**config.mk**
```make
export PLATFORM = sky130hd
export DESIGN_NAME = protected_eeprom_scratchpad_ctrl
export DESIGN_NICKNAME = d
export VERILOG_FILES = /design/src/hdl/scratchpad_pkg.sv /design/src/hdl/crc16_step.sv /design/src/hdl/protected_eeprom_scratchpad_ctrl.sv
export SDC_FILE = /design/constraint.sdc
export NUM_CORES = 1
export LEC_CHECK = 0
export BUFFER_PORTS_ARGS = -buffer_cell sky130_fd_sc_hd__buf_2
export CAP_MARGIN = 20
export CELL_PAD_IN_SITES_DETAIL_PLACEMENT = 0
export CELL_PAD_IN_SITES_GLOBAL_PLACEMENT = 1
export CORE_ASPECT_RATIO = 1.4
export CORE_MARGIN = 2
export CORE_UTILIZATION = 56
export CTS_BUF_LIST = sky130_fd_sc_hd__clkbuf_16
export DETAILED_ROUTE_END_ITERATION = 7
export HOLD_SLACK_MARGIN = 0.08
export PLACE_DENSITY_LB_ADDON = 0.3
export RECOVER_POWER = 100
export SYNTH_ARGS = -nofsm -noshare
export SYNTH_HDL_FRONTEND = slang
export SYNTH_SLANG_ARGS = --single-unit
export TNS_END_PERCENT = 50
```
**constraint.sdc**
```tcl
create_clock -name clk_sys -period 5.42 [get_ports clk_sys]
set_clock_uncertainty 0.2 [all_clocks]
set_input_delay 0.271 -clock clk_sys [delete_from_list [all_inputs] [get_ports clk_sys]]
set_output_delay 0.271 -clock clk_sys [all_outputs]
set_load 0.005 [all_outputs]
```
**src/hdl/scratchpad_pkg.sv**
```systemverilog
// Constants and types for the protected scratchpad controller
package scratchpad_pkg;
    localparam logic [7:0]  CMD_WRITE_SP  = 8'h0F;
    localparam logic [7:0]  CMD_READ_SP   = 8'hAA;
    localparam logic [7:0]  CMD_COPY_SP   = 8'h99;
    localparam logic [7:0]  CMD_READ_MEM  = 8'h69;
    localparam logic [7:0]  CMD_READ_VER  = 8'hCC;
    localparam logic [7:0]  PW_ENABLE_ON  = 8'hAA;
    localparam logic [7:0]  PW_ENABLE_RST = 8'h00;
    localparam logic [7:0]  COPY_OK_BYTE  = 8'hAA;
    localparam logic [7:0]  IDLE_BYTE     = 8'hFF;
    // Arbitrary revision value
    localparam logic [2:0]  REVISION      = 3'h0;
    localparam logic [15:0] ADDR_PW_READ  = 16'h7FC0;
    localparam logic [15:0] ADDR_PW_FULL  = 16'h7FC8;
    localparam logic [15:0] ADDR_PW_CTRL  = 16'h7FD0;
    localparam logic [11:0] PW_AREA       = 12'h7FC;
    localparam logic [5:0]  SP_LAST       = 6'h3F;
    localparam logic [15:0] CRC_POLY      = 16'hA001;
    localparam logic [15:0] CRC_RESET     = 16'h0000;
    localparam int          ST_ACCEPT_BIT = 7;
    localparam int          ST_PARTIAL_BIT = 6;
    localparam logic [2:0]  PH_TA_LO      = 3'h0;
    localparam logic [2:0]  PH_TA_HI      = 3'h1;
    localparam logic [2:0]  PH_STATUS     = 3'h2;
    localparam logic [2:0]  PH_DATA       = 3'h3;
    localparam logic [2:0]  PH_CRC_LO     = 3'h4;
    localparam logic [2:0]  PH_CRC_HI     = 3'h5;
    localparam logic [2:0]  PH_DONE       = 3'h6;
    localparam logic [2:0]  PW_LAST       = 3'h7;
    localparam logic [2:0]  VER_COPIES    = 3'h2;

    typedef enum logic [11:0] {
        S_IDLE    = 12'h001,
        S_CMD     = 12'h002,
        S_ADDR_LO = 12'h004,
        S_ADDR_HI = 12'h008,
        S_WDATA   = 12'h010,
        S_RSEND   = 12'h020,
        S_CAUTH   = 12'h040,
        S_CPASS   = 12'h080,
        S_COPY    = 12'h100,
        S_RESULT  = 12'h200,
        S_MPASS   = 12'h400,
        S_VERSION = 12'h800
    } state_t;
endpackage : scratchpad_pkg

```
**src/hdl/crc16_step.sv**
```systemverilog
// One byte step of the reflected CRC16 generator
`timescale 1ns/10ps
`default_nettype none
module crc16_step (
    input  wire logic [15:0] crcIn,
    input  wire logic [7:0]  dataIn,
    output logic      [15:0] crcOut
);
    always_comb begin
        logic [15:0] c;
        c = crcIn;
        // Bits enter least significant first
        for (int i = 0; i < 8; i++) begin
            if (c[0] ^ dataIn[i]) begin
                c = (c >> 1) ^ scratchpad_pkg::CRC_POLY;
            end else begin
                c = c >> 1;
            end
        end
        crcOut = c;
    end
endmodule : crc16_step
`default_nettype wire

```
**src/hdl/protected_eeprom_scratchpad_ctrl.sv**
```systemverilog
// Protected scratchpad write, read, copy and password gate
`timescale 1ns/10ps
`default_nettype none
module protected_eeprom_scratchpad_ctrl (
    input  wire logic        clk_sys,
    input  wire logic        rst_n,
    input  wire logic        frameStart,
    input  wire logic        rxValid,
    input  wire logic [7:0]  rxData,
    input  wire logic        rxPartial,
    input  wire logic        txReq,
    input  wire logic        powerLoss,
    output logic             txValid,
    output logic      [7:0]  txData,
    output logic             memWrite,
    output logic      [14:0] memAddr,
    output logic      [7:0]  memWdata,
    output logic             readGrant,
    output logic      [14:0] readAddr
);
    typedef struct packed {
        scratchpad_pkg::state_t state;
        logic [7:0]             cmd;
        logic [15:0]            ta;
        logic                   copyAcceptedFlag;
        logic                   partialFlag;
        logic [5:0]             endOff;
        logic [63:0][7:0]       scratch;
        logic [15:0]            crc;
        logic [5:0]             idx;
        logic [2:0]             cnt;
        logic                   full;
        logic                   authOk;
        logic                   copyOk;
        logic [7:0][7:0]        shift;
        logic [7:0]             passwordEnablePattern;
        logic [7:0][7:0]        pwRead;
        logic [7:0][7:0]        pwFull;
        logic                   pwrMeta;
        logic                   pwrSeen;
        logic                   txValid;
        logic [7:0]             txData;
        logic                   memWrite;
        logic [14:0]            memAddr;
        logic [7:0]             memWdata;
        logic                   readGrant;
        logic [14:0]            readAddr;
    } regs_t;

    regs_t       st;
    regs_t       next_st;
    logic [7:0]  sendByte;
    logic [7:0]  feedByte;
    logic [15:0] crcAfter;
    logic [7:0]  statusByte;

    // Status built from internal state only
    assign statusByte = {st.copyAcceptedFlag, st.partialFlag, st.endOff};

    always_comb begin
        case (st.cnt)
            scratchpad_pkg::PH_TA_LO:  sendByte = st.ta[7:0];
            scratchpad_pkg::PH_TA_HI:  sendByte = st.ta[15:8];
            scratchpad_pkg::PH_STATUS: sendByte = statusByte;
            scratchpad_pkg::PH_DATA:   sendByte = st.scratch[st.idx];
            scratchpad_pkg::PH_CRC_LO: sendByte = ~st.crc[7:0];
            scratchpad_pkg::PH_CRC_HI: sendByte = ~st.crc[15:8];
            default:                   sendByte = scratchpad_pkg::IDLE_BYTE;
        endcase
    end

    assign feedByte = (st.state == scratchpad_pkg::S_RSEND) ? sendByte
                                                              : rxData;

    crc16_step u_crc (
        .crcIn  (st.crc),
        .dataIn (feedByte),
        .crcOut (crcAfter)
    );

    // Exact match, bypassed when protection is off
    function automatic logic pwOk(input logic [7:0] enable,
                                  input logic [63:0] pat,
                                  input logic [63:0] pw);
        pwOk = (enable != scratchpad_pkg::PW_ENABLE_ON) || (pat == pw);
    endfunction : pwOk

    always_comb begin
        logic [15:0] newTa;
        logic [63:0] pat;
        logic [15:0] cAddr;
        logic [7:0]  enPat;
        newTa = {1'b0, rxData[6:0], st.ta[7:0]};
        pat = {rxData, st.shift[7:1]};
        cAddr = {st.ta[15:6], st.idx};
        enPat = st.passwordEnablePattern;
        next_st = st;
        next_st.txValid = 1'b0;
        next_st.memWrite = 1'b0;
        next_st.readGrant = 1'b0;
        next_st.pwrMeta = powerLoss;
        next_st.pwrSeen = st.pwrMeta;
        if (frameStart) begin
            next_st.state = scratchpad_pkg::S_CMD;
            next_st.crc = scratchpad_pkg::CRC_RESET;
        end else begin
            unique case (st.state)
                scratchpad_pkg::S_IDLE, scratchpad_pkg::S_RESULT: begin
                    if (txReq) begin
                        next_st.txValid = 1'b1;
                        next_st.txData = st.copyOk
                            ? scratchpad_pkg::COPY_OK_BYTE
                            : scratchpad_pkg::IDLE_BYTE;
                    end
                end
                scratchpad_pkg::S_CMD: begin
                    if (rxValid) begin
                        next_st.crc = crcAfter;
                        next_st.cmd = rxData;
                        next_st.cnt = scratchpad_pkg::PH_TA_LO;
                        next_st.copyOk = 1'b0;
                        next_st.authOk = 1'b1;
                        next_st.idx = st.ta[5:0];
                        case (rxData)
                            scratchpad_pkg::CMD_WRITE_SP: begin
                                next_st.copyAcceptedFlag = 1'b0;
                                next_st.state = scratchpad_pkg::S_ADDR_LO;
                            end
                            scratchpad_pkg::CMD_READ_MEM:
                                next_st.state = scratchpad_pkg::S_ADDR_LO;
                            scratchpad_pkg::CMD_READ_SP:
                                next_st.state = scratchpad_pkg::S_RSEND;
                            scratchpad_pkg::CMD_COPY_SP:
                                next_st.state = scratchpad_pkg::S_CAUTH;
                            scratchpad_pkg::CMD_READ_VER:
                                next_st.state = scratchpad_pkg::S_VERSION;
                            default:
                                next_st.state = scratchpad_pkg::S_IDLE;
                        endcase
                    end
                end
                scratchpad_pkg::S_ADDR_LO: begin
                    if (rxValid) begin
                        next_st.ta[7:0] = rxData;
                        next_st.crc = crcAfter;
                        next_st.state = scratchpad_pkg::S_ADDR_HI;
                    end
                end
                scratchpad_pkg::S_ADDR_HI: begin
                    if (rxValid) begin
                        if (newTa[15:4] == scratchpad_pkg::PW_AREA) begin
                            newTa[2:0] = 3'h0;
                        end
                        // Top bit already dropped in newTa
                        next_st.ta = newTa;
                        next_st.crc = crcAfter;
                        next_st.idx = newTa[5:0];
                        next_st.full = 1'b0;
                        next_st.cnt = scratchpad_pkg::PH_CRC_LO;
                        next_st.state =
                            (st.cmd == scratchpad_pkg::CMD_WRITE_SP)
                            ? scratchpad_pkg::S_WDATA
                            : scratchpad_pkg::S_MPASS;
                        if (st.cmd != scratchpad_pkg::CMD_WRITE_SP) begin
                            next_st.cnt = 3'h0;
                        end
                    end
                end
                scratchpad_pkg::S_WDATA: begin
                    // Fill from offset, stop after 3Fh
                    if (rxValid && !st.full) begin
                        next_st.scratch[st.idx] = rxData;
                        next_st.endOff = st.idx;
                        next_st.partialFlag = 1'b0;
                        next_st.crc = crcAfter;
                        if (st.idx == scratchpad_pkg::SP_LAST) begin
                            next_st.full = 1'b1;
                        end else begin
                            next_st.idx = st.idx + 6'h01;
                        end
                    end
                    if (rxPartial) begin
                        next_st.partialFlag = 1'b1;
                    end
                    // Inverted CRC only after a full scratchpad
                    if (txReq) begin
                        next_st.txValid = 1'b1;
                        next_st.txData = st.full
                            ? sendByte : scratchpad_pkg::IDLE_BYTE;
                        if (st.full && st.cnt != scratchpad_pkg::PH_DONE) begin
                            next_st.cnt = st.cnt + 3'h1;
                        end
                    end
                end
                scratchpad_pkg::S_RSEND: begin
                    if (txReq) begin
                        next_st.txValid = 1'b1;
                        next_st.txData = sendByte;
                        if (st.cnt <= scratchpad_pkg::PH_DATA) begin
                            next_st.crc = crcAfter;
                        end
                        if (st.cnt == scratchpad_pkg::PH_DATA &&
                            st.idx != scratchpad_pkg::SP_LAST) begin
                            next_st.idx = st.idx + 6'h01;
                        end else if (st.cnt != scratchpad_pkg::PH_DONE) begin
                            next_st.cnt = st.cnt + 3'h1;
                        end
                    end
                end
                scratchpad_pkg::S_CAUTH: begin
                    if (rxValid) begin
                        // Pattern must echo address and status
                        if (rxData != sendByte) begin
                            next_st.authOk = 1'b0;
                        end
                        next_st.cnt = st.cnt + 3'h1;
                        if (st.cnt == scratchpad_pkg::PH_STATUS) begin
                            next_st.cnt = 3'h0;
                            next_st.state = scratchpad_pkg::S_CPASS;
                        end
                    end
                end
                scratchpad_pkg::S_CPASS, scratchpad_pkg::S_MPASS: begin
                    if (rxValid) begin
                        next_st.shift = pat;
                        next_st.cnt = st.cnt + 3'h1;
                        if (st.cnt == scratchpad_pkg::PW_LAST) begin
                            next_st.state = scratchpad_pkg::S_RESULT;
                            // Enable byte taken as now stored
                            if (st.state == scratchpad_pkg::S_CPASS) begin
                                if (st.authOk && !st.partialFlag &&
                                    pwOk(enPat, pat, st.pwFull) &&
                                    st.ta[5:0] <= st.endOff &&
                                    {st.ta[15:6], st.endOff} <=
                                        scratchpad_pkg::ADDR_PW_CTRL) begin
                                    next_st.copyAcceptedFlag = 1'b1;
                                    next_st.idx = st.ta[5:0];
                                    next_st.state = scratchpad_pkg::S_COPY;
                                end
                            // Either password opens a memory read
                            end else if (st.ta < scratchpad_pkg::ADDR_PW_READ &&
                                         (pwOk(enPat, pat, st.pwRead) ||
                                          pwOk(enPat, pat, st.pwFull))) begin
                                next_st.readGrant = 1'b1;
                                next_st.readAddr = st.ta[14:0];
                            end
                        end
                    end
                end
                scratchpad_pkg::S_COPY: begin
                    next_st.memWrite = 1'b1;
                    next_st.memAddr = cAddr[14:0];
                    next_st.memWdata = st.scratch[st.idx];
                    if (cAddr[15:3] == scratchpad_pkg::ADDR_PW_READ[15:3]) begin
                        next_st.pwRead[st.idx[2:0]] = st.scratch[st.idx];
                    end
                    if (cAddr[15:3] == scratchpad_pkg::ADDR_PW_FULL[15:3]) begin
                        next_st.pwFull[st.idx[2:0]] = st.scratch[st.idx];
                    end
                    if (cAddr == scratchpad_pkg::ADDR_PW_CTRL) begin
                        next_st.passwordEnablePattern = st.scratch[st.idx];
                    end
                    if (st.idx == st.endOff) begin
                        next_st.copyOk = 1'b1;
                        next_st.state = scratchpad_pkg::S_RESULT;
                    end else begin
                        next_st.idx = st.idx + 6'h01;
                    end
                end
                scratchpad_pkg::S_VERSION: begin
                    if (txReq) begin
                        next_st.txValid = 1'b1;
                        next_st.txData = scratchpad_pkg::IDLE_BYTE;
                        if (st.cnt < scratchpad_pkg::VER_COPIES) begin
                            next_st.txData = {scratchpad_pkg::REVISION, 5'h00};
                            next_st.cnt = st.cnt + 3'h1;
                        end
                    end
                end
            endcase
        end
        // Power loss wins over any clear this cycle
        if (st.pwrSeen) begin
            next_st.partialFlag = 1'b1;
        end
    end

    always_ff @(posedge clk_sys or negedge rst_n) begin
        if (!rst_n) begin
            st <= '0;
            st.state <= scratchpad_pkg::S_IDLE;
            st.passwordEnablePattern <= scratchpad_pkg::PW_ENABLE_RST;
        end else begin
            st <= next_st;
        end
    end

    assign txValid   = st.txValid;
    assign txData    = st.txData;
    assign memWrite  = st.memWrite;
    assign memAddr   = st.memAddr;
    assign memWdata  = st.memWdata;
    assign readGrant = st.readGrant;
    assign readAddr  = st.readAddr;
endmodule : protected_eeprom_scratchpad_ctrl
`default_nettype wire

```
# After elaboration in Yosys (flattened, before gate mapping)
# Cells that the tools add are included.
[totals]
ff_bits = 826
in_bits = 15
out_inout_bits = 49
word_cells = 366
[op_classes]
n_addsub = 2
n_lt_le_gt_ge = 9
eq_ne = 73
mux = 98
bitwise_logic = 21
n_reduce_logical = 52
[ops]
columns = ["cell", "n"]
rows = [
  ["$mux W519", 2],
  ["$mux W541", 1],
  ["$bwmux W512", 1],
  ["$mux W16", 16],
  ["$bwmux W64", 2],
  ["$eq A64 B64 Y1", 2],
  ["$mux W12", 8],
  ["$pmux W16 S5", 1],
  ["$pmux W12 S6", 1],
  ["$mux W8", 7],
  ["$mux W25", 2],
  ["$mux W49", 1],
  ["$bmux W8 S6", 1],
  ["$demux W8 S6", 1],
  ["$pmux W12 S4", 1],
  ["$pmux W8 S6", 1],
  ["$mux W9", 5],
  ["$ne A2 B2 Y1 const B", 21],
  ["$eq A12 B12 Y1 const B", 3],
  ["$mux W6", 6],
  ["$pmux W6 S6", 1],
  ["$pmux W9 S4", 1],
  ["$mux W3", 11],
  ["$ne A3 B3 Y1 const B", 11],
  ["other kinds (73)", 148],
]

# Depth between registers and ports, before layout
# Gate-level depths: netlist of run 1.
[logic_depth]
depth_word = 25
depth_mapped = 16
ltp_nobuf = 13

# Cells and area by module
# A second synthesis of run 1 with hierarchy kept.
[hier_totals]
hier_cells = 3089
area_unflattened_um2 = 39310.2
[modules_own_cells]
columns = ["module", "n_inst", "cells_per_inst", "area_per_inst_um2", "seq_area_each_um2"]
rows = [
  ["protected_eeprom_scratchpad_ctrl", 1, 3063, 39058.7, 20671.1],
  ["crc16_step", 1, 26, 251.5, 0.0],
]

# Least setup slack after synthesis of run 1
# OpenSTA, ideal clock, no wires.
[synth_path]
path_type = "register to register"
start = "register st[254] (netlist bit)"
end = "register st[263] (netlist bit)"
setup_ps = 135
t_arrival_ps = 3219
required_time_ps = 5085
setup_slack_ps = 1866
stages_incl_launch_ff = 14
n_path_buf = 1
synth_period_minus_slack_ps = 3554
cell_sequence = "dfrtp_1 inv_1 ha_1 clkbuf_1 nor2b_1 a221oi_1 o21ai_0 and3_1 or4_1 a211oi_1 xnor2_1 xnor3_1 mux2i_1 o31ai_1"
[synth_via]
elab_chain_cells = 23
elab_cells_between_ends = 35
cone_classes = "1 x order compare; 6 x eq/ne; 18 x mux; 8 x bitwise; 2 x reduce/logical"
[synth_lines]
columns = ["element", "line_no", "rtl"]
rows = [
  ["start: declaration", "protected_eeprom_scratchpad_ctrl.sv:50", "regs_t st;"],
  ["start signal: assignment", "protected_eeprom_scratchpad_ctrl.sv:294", "st <= next_st;"],
  ["$eq A3 B3 Y1, or another cell as far along", "protected_eeprom_scratchpad_ctrl.sv:61", "case (st.cnt)"],
  ["$pmux W8 S6", "protected_eeprom_scratchpad_ctrl.sv:61", ""],
  ["$mux W8", "protected_eeprom_scratchpad_ctrl.sv:72", "assign feedByte = (st.state == scratchpad_pkg::S_RSEND) ? sendByte"],
  ["$xor A1 B1 Y1", "crc16_step.sv:14", "if (c[0] ^ dataIn[i]) begin"],
  ["$mux W16", "crc16_step.sv:14", ""],
  ["$xor A1 B1 Y1", "crc16_step.sv:14", ""],
  ["$mux W16", "crc16_step.sv:14", ""],
  ["$xor A1 B1 Y1", "crc16_step.sv:14", ""],
  ["[... 7 more ...]", "n/a", ""],
  ["$xor A1 B1 Y1", "crc16_step.sv:14", ""],
  ["$mux W16", "crc16_step.sv:14", ""],
  ["$xor A1 B1 Y1", "crc16_step.sv:14", ""],
  ["$mux W16", "crc16_step.sv:14", ""],
  ["$mux W16", "protected_eeprom_scratchpad_ctrl.sv:199", "if (st.cnt <= scratchpad_pkg::PH_DATA) begin"],
  ["$mux W25", "protected_eeprom_scratchpad_ctrl.sv:196", "if (txReq) begin"],
  ["$pmux W16 S5", "protected_eeprom_scratchpad_ctrl.sv:107", "unique case (st.state)"],
  ["$mux W16", "protected_eeprom_scratchpad_ctrl.sv:103", "if (frameStart) begin"],
]
# Parallel ways exist; a longest one is shown, timed or not. The select of a mux whose other input is x is not followed.
# A chain may end at the register's enable or synchronous reset.

# Worst setup path in the final report of run 1
[layout_path]
start = "register st[832] (netlist bit)"
end = "register st[654] (netlist bit)"
[layout_via]
elab_chain_cells = 2
[layout_lines]
columns = ["element", "line_no"]
rows = [
  ["$eq A12 B5 Y1", "protected_eeprom_scratchpad_ctrl.sv:107"],
  ["$reduce_and A3 Y1 (no line)", "n/a"],
]
# No other way between the ends.

==> out/metrics.cfg, run 1 <==
[clocking]
htreeDepth=3
cts_tree=yes
clk_pin_slew_ns=0.06
cts_made_buffers=82
cts_buffer_depth=3
cts.sinks=826
cts_root_buffer=clkbuf_16
clk_latency_ns=0.66

[global_route]
grt.total_usage_pct=33.9
grt_max_degree=160
grt_busiest_layer=met2
grt_pass1_vias=28876
grt_pass1_wl_um=185000
overflow=0
antenna_found_initial=2
use_met2_pct=56.3
gr-usage-met1_pct=42.0
met3_usage_pct=5.39

[route]
drt_iter0_drc=2766
ant_nets=0
detail_route.wl_per_cell_um=28.4
post_drt_via_cell_ratio=6.51
drc_errors=0
vias=28053
wl_um=122000
dr.pass1.iters=6

[timing]
fin_crit_sh_pct=94.1
rsz0062_at_grt=false
fin_crit_ns=5.10
max_slew_margin_pct=-118
tns_ns=0
whs_ns=0.149
setup_violations=0
max_freq_ghz=0.196
max_slew.worst_pin.slew_ns=3.27
drv_slew=233
layout_setup_ws_ns=0.317
hold_violations=0

[finish]
fillers=5646
fin_area_um2=43000
area_growth_pct=9.10
drive_above_1_share_pct=28.9
n_antenna_cell=0
final_cell_mix=dfrtp_1, mux2_2, nand2_1, o21ai_0
layout_commonest_cell=dfrtp_1
fin_util_pct=61.4
finalNetCount=3342
multi_input_area_um2=17200
regArea_um2=20700

[die]
start_util_pct=56.3
dieArea_um2=72600
fp.dieH_um=318
core.rowCount=115
coreArea_um2=70100
die_w_um=228
ioPinCount=64

[synthesis]
synthArstFlopShare_pct=100
syn_area_per_cell_um2=11.9
yosys_warnings=0
syn_area_um2=39500
yosysSeqAreaShare_pct=52.4
synth_top_family_by_area=multiplexers
synth_flop_cell=dfrtp_1
synth.distinct_cells=99
synth_compound_area_share_pct=10.4
syn-num-nets=3351
ys_ff_latch=826
synthCells=3322
yosys.area_share.adder_pct=0.444
synth_xor_area_share_pct=3.62
synth-edff-count=0
synthMuxAreaShare_pct=21.2
synth-simple-area-share_pct=7.96

[critical_path]
critPathLaunchType=flop
critPathCaptureType=flop
path_class=reg -> reg
required_ns=5.75
reg2regPathDepth=10
critPathArrivalTime_ns=5.43
critical_path.max_fanout=21

[outcome]
violations=max-capacitance violations, max-slew violations
status=finished with violations

[run]
cap_violations=4

[placed_design]
place_ws_ns=0.917
dp_hpwl_um=81000
portBuffers=63
dpl-instance-area_um2=40500
finalWeightedCongestion=0.933

[power]
irDropWorstVdd_v=0.000243
power_density_nw_per_um2=314
p_leak_nw=20.6

[min_path]
hold_class=reg -> reg
hold-path-cell-count=0

path summary, 6_finish.rpt:
check                             from          end  slack [ns]
setup / recovery               st[832]      st[654]        0.32
hold / removal             next_st[49]       st[49]        0.15
setup reg to reg               st[832]      st[654]        0.32
hold reg to reg            next_st[49]       st[49]        0.15
max in group asynchronous        rst_n  memAddr[13]        1.30
min in group asynchronous        rst_n      st[148]        0.98
layout make-up:
cell class	count	area share, %
inverter	33	0.294
clock inverter	59	1.10
timing repair buffer	181	2.92
clock buffer	85	4.94
sequential	826	48.0
multi-input combinational	2189	40.0
tap	936	2.72
metrics by stage:
stage	cells	total power, mW
after detailed placement	4152	7.95
final	4309	13.5
after CTS	4306	13.6
after global routing	4309	13.9
after global placement	4151	7.93
after floorplan	3322	7.25
worst max-delay path, cell delays in order, from the launching register on:
cell	delay, ns
dfrtp_1	0.51
nor4_1	0.75
nand4_1	0.23
nor3b_1	0.23
buf_4	0.23
and2_1	0.39
nand2_1	0.10
buf_4	0.23
nor3_1	0.99
nand2_1	0.65
mux2_2	0.46
flip-flops by register name, indices dropped and copies added, names as in the netlist:
name and count:
readGrant 1, next_st 1, st 776, memWdata 8, txData 8, txValid 1
memAddr 15, memWrite 1, readAddr 15
synth_stat cells, types with 17 or more instances:
| cell type | number | share of area, % |
|---|---|---|
| a31oi_1 | 17 | 0.27 |
| nor3_1 | 28 | 0.36 |
| a221o_1 | 23 | 0.58 |
| and3_1 | 17 | 0.27 |
| mux2_2 | 673 | 19 |
| buf_2 | 40 | 0.51 |
| dfrtp_1 | 825 | 52 |
| xor2_1 | 71 | 1.6 |
| a22o_1 | 17 | 0.38 |
| buf_4 | 61 | 1.2 |
| inv_1 | 29 | 0.28 |
| xnor2_1 | 85 | 1.9 |
| nand4_1 | 37 | 0.59 |
| nor4_1 | 28 | 0.44 |
| nand3_1 | 24 | 0.30 |
| mux2i_1 | 44 | 1.1 |
| a211oi_1 | 18 | 0.34 |
| a22oi_1 | 44 | 0.84 |
| o21ai_0 | 213 | 2.7 |
| a21oi_1 | 82 | 1.0 |
| a221oi_1 | 55 | 1.2 |
| nor2_1 | 78 | 0.74 |
| nand2_1 | 363 | 3.5 |
| clkbuf_1 | 151 | 1.4 |
layer usage:
metal  vias to the layer above  wire (µm)
li1                      11969          -
met1                     14327      46500
met2                      1341      59500
met3                       416       8150
met4                         0       7980
met5                         -          0
report_power, final:
part	internal, mW	total (mW)	switching, mW
combinational	0.435	1.53	1.09
sequential	6.24	6.34	0.104
clock	3.21	5.65	2.44
logic make-up after synthesis:
| group | after synthesis |
|---|---|
| xor gates and xnor gates | 159 |
| DFF | 826 |
| and+or+nand+nor | 667 |
| adders and majority gates | 14 |
| muxes | 736 |
| buffers and inverters | 307 |
| AOI/OAI and AO/OA | 613 |
what timing repair did:
action / in CTS / in global routing
setup buffers: 0 / 0
gates resized for setup: 0 / 0
hold endpoints to repair: 145 / 0
hold buffers: 10 / 0
Note: power is estimated with default switching activity, not from simulation.
==> inputs of run 2 (changes only) <==
--- a/config.mk
+++ b/config.mk
@@ -5,13 +5,14 @@
 export SDC_FILE = /design/constraint.sdc
 export NUM_CORES = 1
 export LEC_CHECK = 0
+export ABC_AREA = 1
 export BUFFER_PORTS_ARGS = -buffer_cell sky130_fd_sc_hd__buf_2
 export CAP_MARGIN = 20
 export CELL_PAD_IN_SITES_DETAIL_PLACEMENT = 0
 export CELL_PAD_IN_SITES_GLOBAL_PLACEMENT = 1
 export CORE_ASPECT_RATIO = 1.4
 export CORE_MARGIN = 2
-export CORE_UTILIZATION = 56
+export CORE_UTILIZATION = 52
 export CTS_BUF_LIST = sky130_fd_sc_hd__clkbuf_16
 export DETAILED_ROUTE_END_ITERATION = 7
 export HOLD_SLACK_MARGIN = 0.08
==> run 2 against run 1 <==
The run still ends with max-capacitance violations, max-slew violations left. Largest cell class unchanged. Critical path type unchanged. Clock-buffer cell count shrank 1. Hold slack lost 0.022 ns. Setup slack lost 0.11 ns. Critical endpoint is now st[63]. Final area fell by 3.2%.
==> out/metrics.cfg, run 2 <==
[timing]
whs_ns=0.128
layout_setup_ws_ns=0.204
max_freq_ghz=0.192
fin_crit_sh_pct=96.2
setup_violations=0
drv_slew=221
tns_ns=0
rsz0062_at_grt=false
max_slew.worst_pin.slew_ns=3.06
max_slew_margin_pct=-104
fin_crit_ns=5.22
hold_violations=0

[power]
sequentialPowerShare_pct=45.1
p_leak_nw=19.4
finalPower_mw=14.1
switchingPower_mw=4.24
p_int_mw=9.85
irDropWorstVdd_v=0.000227
p_sw_share_pct=30.1
power_density_nw_per_um2=338
p_comb_share_pct=13.8
clock_power_share_pct=41.1

[critical_path]
ff2ff_setup_slack_ns=0.20
critPathArrivalTime_ns=5.47
reg2regPathDepth=10
r2r-end=st[63]
critPathLaunchType=flop
critPathCaptureType=flop
required_ns=5.68
path_class=reg -> reg
critical_path.max_fanout=38
rr_startpoint=st[257]

[synthesis]
synth_flop_cell=dfrtp_1
synth-edff-count=0
synth_xor_area_share_pct=2.57
ys_ff_latch=826
synthCells=4529
yosysSeqAreaShare_pct=53.6
syn-num-nets=4558
yosys_warnings=0
synth.distinct_cells=65
synth_most_common_cell=nand2_1
yosys-top-cells-count=nand2_1, dfrtp_1, o21ai_0
synthArstFlopShare_pct=100
synth.area.top_cells=dfrtp_1, nand2_1, o21ai_0
synthMuxAreaShare_pct=0.409
yosys.area.top_type=dfrtp_1
yosysTopAreaCellShare_pct=53.6
syn_area_um2=38500
synth_compound_area_share_pct=14.9
synth_top_family_by_area=simple AND/OR/NAND/NOR gates
syn_area_per_cell_um2=8.51
yosys.area_share.adder_pct=0.455
synth-simple-area-share_pct=21.6

[route]
wl_um=122000
post_drt_via_cell_ratio=5.79
drt_iter0_drc=2964
drc_errors=0
dr.pass1.iters=6
ant_nets=0
detail_route.wl_per_cell_um=22.3
vias=31710

[global_route]
antenna_found_initial=0
grt_max_degree=154
grt_pass1_vias=30479
overflow=0
grt.total_usage_pct=32.4
grt_pass1_wl_um=188000

[placed_design]
dp_cells=5313
finalWeightedCongestion=0.943
portBuffers=63
place_ws_ns=0.660
dp_hpwl_um=80100

[clocking]
cts_made_buffers=82
clk_pin_slew_ns=0.06
post_cts_resized=0
clk_latency_ns=0.66
htreeDepth=3
cts_setup_buffers=0
cts_root_buffer=clkbuf_16
cts.sinks=826
cts_tree=yes
cts_buffer_depth=3
cts_hold_buf=15

[die]
ioPinCount=64
coreArea_um2=73700
start_util_pct=52.3
dieArea_um2=76300
die_w_um=234
fp.dieH_um=326
core.rowCount=118

[finish]
layout.cells.non_filler=5480
fillers=6813
n_antenna_cell=0
layout_commonest_cell=nand2_1
drive_above_1_share_pct=6.48
regArea_um2=20700
largest-register=st
area_growth_pct=8.13
largest_register_ffs=776
multi_input_area_um2=15300
final_cell_mix=nand2_1, dfrtp_1, o21ai_0, inv_1, nor2_1
finalNetCount=4482

[outcome]
violations=max-capacitance violations, max-slew violations
status=finished with violations

[min_path]
hold_end=st[829]
hold_class=in -> reg
hold-path-cell-count=6
hp-start=rxData[2]

[run]
cap_violations=6

[run 2: layout make-up]
class / count / area share [%]
well taps: 960 / 2.88
clock buffers: 84 / 5.04
multi-input cells: 3164 / 36.7
clock inverters: 67 / 1.38
inverters: 237 / 2.15
flip-flops and latches: 826 / 49.6
repair buffers: 142 / 2.17
[run 2: logic make-up after synthesis]
logic type,count (synthesis)
muxes,14
AOI/OAI and AO/OA,1043
and+or+nand+nor,1980
adders and majority gates,14
DFF,826
xor gates and xnor gates,113
buffers and inverters,539
[run 2: stage by stage]
stage / util (%) / instance area [µm²]
after detailed placement: 53.0 / 39000
after global routing: 56.6 / 41700
after floorplan: - / 38500
after CTS: 56.9 / 41900
final: 56.6 / 41700
after global placement: 53.0 / 39000
[run 2: per-layer routing]
metal	vias up	wire length (µm)	track usage, %
met1	15469	50100	42.4
li1	14770	-	-
met4	0	5600	13.7
met3	276	7460	4.07
met2	1195	59300	54.0
met5	-	0	0
[run 2: how the worst max path moves through the flow]
stage	depth (start not counted)	from	end
CTS	30	st[259]	st[276]
global placement	30	st[259]	st[276]
finish	10	st[257]	st[63]
floorplan	24	st[254]	st[263]
global route	26	st[258]	st[276]
detailed placement	30	st[259]	st[276]
[run 2: power by group through the flow]
stage / registers, mW / logic, mW / clock network, mW
floorplan: 6.42 / 1.16 / 0
CTS: 6.36 / 1.95 / 5.86
finish: 6.36 / 1.94 / 5.79
global placement: 6.47 / 1.92 / 0
global route: 6.37 / 2.05 / 6.11
detailed placement: 6.47 / 1.93 / 0
[run 2: worst max-delay path, stage by stage, from the launching register on]
cell,delay (ns)
dfrtp_4,0.64
inv_4,0.45
nor2_4,0.07
clkbuf_2,0.67
nand2_1,0.24
nand4_1,0.10
o21ai_0,0.65
nand3_1,0.34
nand2_1,0.19
clkbuf_1,1.11
o21ai_0,0.30
